==> src/design/mnt_defines.svh <==
// constants for the main tuning word update block
// Function
// - sideband bit 1 selects lower sideband
// - follow bit 0: channels use own requests
// - follow bit 1 (reset): channels follow main
// - mode 000: byte writes raise no request
// - modes 001..110 request after given byte
// - reference load waits next reference rising edge
// - any trigger also loads calibration tone word
// - ack reads 1 once words loaded
// - request 0 clears ack, 0-to-1 loads
// - plain mode: f = fclk*word/2^48
// - fractional mode adds numerator/denominator fraction
// - all controls banked per converter page
// - low bytes at 0x114..0x116, reset zero
// - fractional enable selects modulus accumulation, reset off
// - phase offset 16-bit two's complement, 180 full
`ifndef MNT_DEFINES_SVH
`define MNT_DEFINES_SVH
`define MNT_ADDR_CFG     12'h112
`define MNT_ADDR_UPD     12'h113
`define MNT_ADDR_FTW0    12'h114
`define MNT_ADDR_FTW1    12'h115
`define MNT_ADDR_FTW2    12'h116
`define MNT_ADDR_FTW3    12'h117
`define MNT_ADDR_FTW4    12'h118
`define MNT_ADDR_FTW5    12'h119
`define MNT_ADDR_PH0     12'h11c
`define MNT_ADDR_PH1     12'h11d
`define MNT_ADDR_MOD0    12'h124
`define MNT_ADDR_DLT0    12'h12a
`define MNT_ADDR_PAGE    12'h008
`define MNT_CFG_RESET    8'h01
`define MNT_UPD_RESET    8'h00
`define MNT_BIT_FOLLOW   0
`define MNT_BIT_SIDEBAND 1
`define MNT_BIT_FRAC     2
`define MNT_BIT_REQ      0
`define MNT_BIT_ACK      1
`define MNT_BIT_REFLOAD  2
`define MNT_MODE_LSB     4
`define MNT_MODE_MSB     6
`define MNT_UPD_WMASK    8'h75
`define MNT_CFG_WMASK    8'h3f
`endif

==> src/design/mnt_pkg.sv <==
// types for the main tuning word update block
package mnt_pkg;
  typedef logic [47:0] mnt_word_t;
  typedef logic [15:0] mnt_phase_t;
  typedef logic [7:0]  mnt_byte_t;
endpackage : mnt_pkg

==> src/design/mnt_update.sv <==
// main oscillator tuning word staging, update handshake and accumulator
`timescale 1ns/1ps
`include "mnt_defines.svh"
module mnt_update
  import mnt_pkg::*;
#(
  parameter int NPAGE = 2
) (
  input  wire logic             clk_i,
  input  wire logic             rst_i,
  input  wire logic             ce_i,
  input  wire logic             wr_i,
  input  wire logic             rd_i,
  input  wire logic [11:0]      addr_i,
  input  wire logic [7:0]       wdata_i,
  output logic      [7:0]       rdata_o,
  input  wire logic             sysref_i,
  input  wire logic [NPAGE-1:0] chan_req_i,
  output logic      [NPAGE-1:0] chan_update_o,
  output logic      [NPAGE-1:0] cal_load_o,
  output logic      [NPAGE-1:0] lower_sideband_o,
  output logic      [NPAGE*16-1:0] phase_o
);
  // per-converter banks
  mnt_byte_t  cfg_r   [NPAGE];
  mnt_byte_t  upd_r   [NPAGE];
  mnt_byte_t  stage_r [NPAGE][12];  // 0..5 word, 6..7 phase, 8..11 unused
  mnt_word_t  modu_r  [NPAGE];
  mnt_word_t  dlt_r   [NPAGE];
  mnt_word_t  act_word_r [NPAGE];
  mnt_phase_t act_ph_r   [NPAGE];
  mnt_word_t  acc_r   [NPAGE];
  mnt_word_t  frac_r  [NPAGE];
  logic [NPAGE-1:0] ack_r;
  logic [NPAGE-1:0] req_q_r;
  logic [NPAGE-1:0] ref_arm_r;
  logic [NPAGE-1:0] auto_r;
  logic [NPAGE-1:0] page_r;
  logic [7:0]       rdata_r;
  logic [2:0]       ref_sync_r;

  // byte index of a tuning or phase address, 15 when not one
  function automatic logic [3:0] byte_idx(input logic [11:0] a);
    if (a >= `MNT_ADDR_FTW0 && a <= `MNT_ADDR_FTW5) byte_idx = 4'(a - `MNT_ADDR_FTW0);
    else if (a == `MNT_ADDR_PH0) byte_idx = 4'h6;
    else if (a == `MNT_ADDR_PH1) byte_idx = 4'h7;
    else byte_idx = 4'hf;
  endfunction : byte_idx

  // decode; reference pin goes through two flops, third for edge detect
  wire [3:0] widx     = byte_idx(addr_i);
  wire       wr_cfg   = wr_i && addr_i == `MNT_ADDR_CFG;
  wire       wr_upd   = wr_i && addr_i == `MNT_ADDR_UPD;
  wire       wr_page  = wr_i && addr_i == `MNT_ADDR_PAGE;
  wire       wr_byte  = wr_i && widx != 4'hf;
  wire       wr_mod   = wr_i && addr_i >= `MNT_ADDR_MOD0 && addr_i < `MNT_ADDR_MOD0 + 12'h6;
  wire       wr_dlt   = wr_i && addr_i >= `MNT_ADDR_DLT0 && addr_i < `MNT_ADDR_DLT0 + 12'h6;
  wire       ref_rise = ref_sync_r[1] && !ref_sync_r[2];
  wire [5:0] mod_sh   = {addr_i[2:0] - 3'(`MNT_ADDR_MOD0), 3'h0};
  wire [5:0] dlt_sh   = {addr_i[2:0] - 3'(`MNT_ADDR_DLT0), 3'h0};

  // read mux, reached through the selected page
  logic [7:0] rd_mux;
  int         sel;
  always_comb begin
    sel    = 0;
    for (int p = 0; p < NPAGE; p++) if (page_r[p]) sel = p;
    rd_mux = 8'h00;
    if (addr_i == `MNT_ADDR_CFG) rd_mux = cfg_r[sel];
    else if (addr_i == `MNT_ADDR_UPD) rd_mux = (upd_r[sel] & `MNT_UPD_WMASK)
                                             | {6'h00, ack_r[sel], 1'b0};
    else if (addr_i == `MNT_ADDR_PAGE) rd_mux = 8'(page_r);
    else if (widx != 4'hf) rd_mux = stage_r[sel][widx];
  end

  always_ff @(posedge clk_i or posedge rst_i) begin
    if (rst_i) begin
      ref_sync_r <= 3'h0;
      rdata_r    <= 8'h00;
      page_r     <= '1;
    end else if (ce_i) begin
      ref_sync_r <= {ref_sync_r[1:0], sysref_i};
      if (rd_i) rdata_r <= rd_mux;
      if (wr_page) page_r <= wdata_i[NPAGE-1:0];
    end
  end

  // one bank per converter; writes go to every page bit that is set
  for (genvar p = 0; p < NPAGE; p++) begin : g_bank
    wire hit      = page_r[p];
    wire req_now  = wr_upd && hit ? wdata_i[`MNT_BIT_REQ] : upd_r[p][`MNT_BIT_REQ];
    wire [2:0] md = upd_r[p][`MNT_MODE_MSB:`MNT_MODE_LSB];
    // modes 1..6 map to bytes 0..5; mode 0 and 7 never match
    wire auto_hit = hit && wr_byte && md != 3'h0 && md != 3'h7 && widx == {1'b0, md - 3'h1};
    wire sw_rise  = req_now && !req_q_r[p];
    wire ref_trig = ref_arm_r[p] && ref_rise;
    wire trig     = sw_rise || auto_r[p] || ref_trig;
    wire clr_ack  = wr_upd && hit && !wdata_i[`MNT_BIT_REQ];
    wire [47:0] frac_sum = frac_r[p] + dlt_r[p];
    wire        wrap     = frac_sum >= modu_r[p];
    always_ff @(posedge clk_i or posedge rst_i) begin
      if (rst_i) begin
        cfg_r[p]      <= `MNT_CFG_RESET;
        upd_r[p]      <= `MNT_UPD_RESET;
        for (int b = 0; b < 12; b++) stage_r[p][b] <= 8'h00;
        modu_r[p]     <= '0;
        dlt_r[p]      <= '0;
        act_word_r[p] <= '0;
        act_ph_r[p]   <= '0;
        acc_r[p]      <= '0;
        frac_r[p]     <= '0;
        ack_r[p]      <= 1'b0;
        req_q_r[p]    <= 1'b0;
        ref_arm_r[p]  <= 1'b0;
        auto_r[p]     <= 1'b0;
        chan_update_o[p]    <= 1'b0;
        cal_load_o[p]       <= 1'b0;
        lower_sideband_o[p] <= 1'b0;
        phase_o[p*16 +: 16] <= '0;
      end else if (ce_i) begin
        if (wr_cfg && hit) cfg_r[p] <= wdata_i & `MNT_CFG_WMASK;
        if (wr_upd && hit) upd_r[p] <= wdata_i & `MNT_UPD_WMASK;
        if (wr_byte && hit) stage_r[p][widx] <= wdata_i;
        if (wr_mod && hit) modu_r[p][mod_sh +: 8] <= wdata_i;
        if (wr_dlt && hit) dlt_r[p][dlt_sh +: 8] <= wdata_i;
        req_q_r[p] <= req_now;
        auto_r[p]  <= auto_hit;  // request right after the byte write
        // arm on reference load bit, fire on next synchronised edge
        if (wr_upd && hit) ref_arm_r[p] <= wdata_i[`MNT_BIT_REFLOAD];
        else if (ref_trig) ref_arm_r[p] <= 1'b0;
        if (trig) begin
          act_word_r[p] <= {stage_r[p][5], stage_r[p][4], stage_r[p][3],
                            stage_r[p][2], stage_r[p][1], stage_r[p][0]};
          act_ph_r[p]   <= {stage_r[p][7], stage_r[p][6]};
        end
        // set wins over clear
        if (trig) ack_r[p] <= 1'b1;
        else if (clr_ack) ack_r[p] <= 1'b0;
        cal_load_o[p] <= trig;
        // channels take main triggers or their own
        chan_update_o[p] <= cfg_r[p][`MNT_BIT_FOLLOW] ? trig : chan_req_i[p];
        lower_sideband_o[p] <= cfg_r[p][`MNT_BIT_SIDEBAND];
        phase_o[p*16 +: 16] <= act_ph_r[p] + acc_r[p][47:32];
        // reference trigger resets phase; fraction carries one lsb
        if (ref_trig) begin
          acc_r[p]  <= '0;
          frac_r[p] <= '0;
        end else if (cfg_r[p][`MNT_BIT_FRAC] && modu_r[p] != '0) begin
          acc_r[p]  <= acc_r[p] + act_word_r[p] + {47'h0, wrap};
          frac_r[p] <= wrap ? frac_sum - modu_r[p] : frac_sum;
        end else begin
          acc_r[p]  <= acc_r[p] + act_word_r[p];
        end
      end
    end

    // checks on each bank, all on the datapath clock
    // a load trigger always leaves the ack set
    property p_ack_after_trig;
      @(posedge clk_i) disable iff (rst_i)
        ce_i && trig |=> ack_r[p];
    endproperty
    a_ack_after_trig: assert property (p_ack_after_trig)
      else $error("ack not set after load trigger");

    // mode zero and the undefined mode seven never arm an automatic load
    property p_no_auto_idle_mode;
      @(posedge clk_i) disable iff (rst_i)
        ce_i && (md == 3'h0 || md == 3'h7) |=> !auto_r[p];
    endproperty
    a_no_auto_idle_mode: assert property (p_no_auto_idle_mode)
      else $error("automatic request outside modes one to six");

    // calibration tone load pulse mirrors every trigger
    property p_cal_after_trig;
      @(posedge clk_i) disable iff (rst_i)
        ce_i |=> cal_load_o[p] == $past(trig);
    endproperty
    a_cal_after_trig: assert property (p_cal_after_trig)
      else $error("calibration load does not follow trigger");

    // following channels see main triggers only
    property p_follow_main;
      @(posedge clk_i) disable iff (rst_i)
        ce_i && cfg_r[p][`MNT_BIT_FOLLOW] |=> chan_update_o[p] == $past(trig);
    endproperty
    a_follow_main: assert property (p_follow_main)
      else $error("channel update not taken from main trigger");

    // independent channels see their own requests only
    property p_own_request;
      @(posedge clk_i) disable iff (rst_i)
        ce_i && !cfg_r[p][`MNT_BIT_FOLLOW] |=> chan_update_o[p] == $past(chan_req_i[p]);
    endproperty
    a_own_request: assert property (p_own_request)
      else $error("channel update not taken from own request");

    // sideband output tracks the config bit one cycle later
    property p_sideband_out;
      @(posedge clk_i) disable iff (rst_i)
        ce_i |=> lower_sideband_o[p] == $past(cfg_r[p][`MNT_BIT_SIDEBAND]);
    endproperty
    a_sideband_out: assert property (p_sideband_out)
      else $error("sideband output differs from select bit");

    // a reference edge is used once, then the arm drops
    property p_ref_disarm;
      @(posedge clk_i) disable iff (rst_i)
        ce_i && ref_trig && !(wr_upd && hit) |=> !ref_arm_r[p];
    endproperty
    a_ref_disarm: assert property (p_ref_disarm)
      else $error("reference load still armed after its edge");

    // running word only moves on a trigger, never on a byte write
    property p_word_held;
      @(posedge clk_i) disable iff (rst_i)
        ce_i && !trig |=> act_word_r[p] == $past(act_word_r[p]);
    endproperty
    a_word_held: assert property (p_word_held)
      else $error("tuning word changed without a trigger");
  end

  assign rdata_o = rdata_r;
endmodule : mnt_update

==> config.mk <==
export PLATFORM = sky130hd
export DESIGN_NAME = mnt_update
export DESIGN_NICKNAME = d
export VERILOG_FILES = /design/src/design/mnt_pkg.sv /design/src/design/mnt_update.sv
export VERILOG_INCLUDE_DIRS = /design/src /design/src/design
export SDC_FILE = /design/constraint.sdc
export NUM_CORES = 2
export LEC_CHECK = 0
export ABC_AREA = 0
export BUFFER_PORTS_ARGS = -buffer_cell sky130_fd_sc_hd__buf_4
export CAP_MARGIN = 20
export CORE_MARGIN = 1
export CORE_UTILIZATION = 36
export CTS_BUF_LIST = sky130_fd_sc_hd__clkbuf_4
export DETAILED_ROUTE_END_ITERATION = 6
export PLACE_DENSITY = 0.46
export SLEW_MARGIN = 20
export SYNTH_ARGS = -nofsm -noshare
export SYNTH_HDL_FRONTEND = slang
export SYNTH_SLANG_ARGS = --single-unit
==> constraint.sdc <==
create_clock -name clk_i -period 39.2 [get_ports clk_i]
set_clock_uncertainty 0.2 [all_clocks]
set_input_delay 7.84 -clock clk_i [delete_from_list [all_inputs] [get_ports clk_i]]
set_output_delay 7.84 -clock clk_i [all_outputs]
set_load 0.05 [all_outputs]
==> metrics.txt <==
YS warnings=0; most common cell in the netlist=dfrtp_1; Slew headroom=27.29%; # setup viols final=0; Netlist cell types=101; Overflow after GRT=0; total global routing track utilization=22.85%; CTS Hold Bufs=0; worst reg-to-reg path cell count=34; I/O Buffers=73; Initial Util=36.21%; Die X=379.1 um; # clock sinks=785; Power Dens Cells=29.07 nW/um2; Commonest cells post-synth=781 x dfrtp_1, 505 x mux2_2, 456 x nand2_1, 353 x o21ai_0, 338 x ha_1; Syn Inst Count=5,249; Least-Margin Pin Slew=1.091 ns; ys async rst share=100.0%; met2 global-route usage=38.48%; post-synthesis sequential area ratio=38.38%; Area Growth Syn to Fin=10.38%; R2R Path Start=dlt_r[10]; WP data arrival=12.04 ns; area of the core=141,400 um2; Final nets=5,742; share of cells above drive strength 1=19.10%; worst hold margin=0.2781 ns; HPWL after DPL=117.8 mm; met3 Usage GRT=4.051%; drt initial violations=2,572; Hold Path Class=reg2reg; outcome=completed; Fin. Hold Viols=0; I/O pin cnt=74; critical path launch point type=primary input; Vias per Instance=5.459; RSZ-0062 raised after global routing=no; vias in the first global route=40,894; full die area=143,700 um2; max cap viols=0; setup tns final=0 ns; clock transition at the registers of the reported paths=0.06 ns; final worst path period share=28.55%; largest buffer count on any clock path=3; layer with the highest usage=met2; crit path from=addr_i[0]; total clock buffers created by CTS=222; top cells by area, synth=dfrtp_1 38%, mux2_2 11%, ha_1 8.3%, xnor2_1 3.7%, o21ai_0 3.5%; synthesized area per cell=9.754 um2; Crit. End Element=register; Post-CTS Resized=0; highest clock rate=89.36 MHz; reg2reg setup slack=28.72 ns; CTS tree=built; Placement Rows=138; Syn Std Cell Area=51,200 um2; Tot Pwr=1643 uW; end of the critical path=rdata_o[4]; postcts setup bufs=0; met1 Track Usage GR=29.51%; post-synth top area share=38.17%; DR pass1 iterations=5; H-tree levels=4; Fill cells=14,365; Max IR drop VDD=0.00003238 V; vias post-DR=40,630; Syn Nets=5,623; Vert. Die Dim=379.1 um; initial antenna violation count=15; total wire length=163.3 mm; R2R Path End=acc_r[45]; post-synth top area cell=dfrtp_1; DRC Markers=0; Period minus WS final=11.19 ns; global-route wire length before repair=250.0 mm; pin count of the biggest net entering global routing=150; register bit total from synthesis=785; DR WL/cell=21.93 um; gpl congestion=0.8947; Required @ worst endpoint=40.05 ns; Post-synth EDFFs=0; Most used DFF post-synth=dfrtp_1; worst-path fanout max=28; critical setup path kind=in2reg; Clock Tree Root=clkbuf_4; Clk Latency, worst-skew pair=1.17 ns; P_leak=0.02775 uW; Final Slew Violations=0; post-route ant nets=0
==> power breakdown <==
part / total [uW] / internal [uW] / switching (uW)
clock: 768 / 390 / 378
sequential: 814 / 812 / 1.61
combinational: 61.3 / 10.7 / 50.6
total: 1640 / 1210 / 430
==> worst min path at each step <==
stage,slack [ns],endpoint,cells after the start,start
finish,0.28,phase_o[20],1,phase_o[20]
global placement,0.26,stage_r[122],2,stage_r[122]
floorplan,0.25,stage_r[26],2,stage_r[26]
CTS,0.28,stage_r[122],2,stage_r[122]
detailed placement,0.27,stage_r[122],2,stage_r[122]
global route,0.30,acc_r[77],1,acc_r[77]
==> cell families after synthesis <==
| group | synth area share (%) |
|---|---|
| AO/OA/AOI/OAI | 17.59 |
| AND/OR/NAND/NOR | 12.62 |
| flip-flops | 38.38 |
| multiplexers | 13.49 |
| buffers and inverters | 3.297 |
| XOR/XNOR | 6.053 |
| adder cells (fa/ha/maj) | 8.573 |
==> stage by stage <==
step,instances,area (um2),setup slack [ns],utilization (%)
2_1_floorplan,5249,51200,9.126,-
3_3_place_gp,7032,53660,27.09,37.95
5_1_grt,7439,56500,27.81,39.96
6_report,7443,56510,28.01,39.96
3_5_place_dp,7032,53660,26.96,37.95
4_1_cts,7427,56460,28.27,39.93
==> sequential cells by signal, summed over array words and instances (netlist names), 12 cells and up <==
name and count:
acc_r 96, act_ph_r 32, act_word_r 96, cfg_r 12, dlt_r 96, frac_r 96
modu_r 96, phase_o 32, stage_r 192
==> critical path, cell delays in order <==
cell and delay, ns:
buf_4 0.34, inv_1 0.30, ha_1 0.35, nand2_1 0.10, nand2_1 0.06, o2111ai_1 0.65, nand2b_1 0.58, nor2_1 0.17
nand2_1 0.35, o22ai_1 0.15, a211o_1 0.24, a221oi_1 0.24, o21ai_0 0.18, o22ai_1 0.16, nor2_1 0.06, o31ai_1 0.25
==> layer usage <==
metal / vias up / routed length (um)
met5: - / 40
met4: 6 / 4480
met3: 265 / 7258
met2: 928 / 78440
met1: 19891 / 73040
li1: 19540 / -
==> cells in the final DEF, fill, tap and decap left out, drive strengths merged, types with 16 or more instances in the layout <==
cell	n
nor3	87
o211ai	29
nand3	113
a211oi	38
a221o	26
a31o	16
nand2	456
a21o	194
a21oi	325
a221oi	19
a31oi	38
or2	18
xnor2	218
o21a	39
dfrtp	781
buf	113
and3	60
mux2i	95
o2bb2ai	83
nand4	52
o31ai	21
nor2b	57
o21ai	362
o22ai	19
nor2	258
clkinv	61
ha	338
inv	233
or3	30
clkbuf	323
xor2	135
and2	53
o21bai	49
a2111oi	16
nor4	48
nand2b	39
mux2	505
==> cell type report <==
cell class	count	area (um2)	area share, %
Clock buffer	323	2425	4.291
Inverter	227	864.6	1.530
Antenna cell	14	35.03	0.06199
Multi-Input combinational cell	4019	29940	52.98
Tap cell	1890	2365	4.184
Sequential cell	785	19650	34.77
Clock inverter	72	372.9	0.6598
Timing Repair Buffer	113	860.8	1.523
Power figures use the tool's default switching activity.
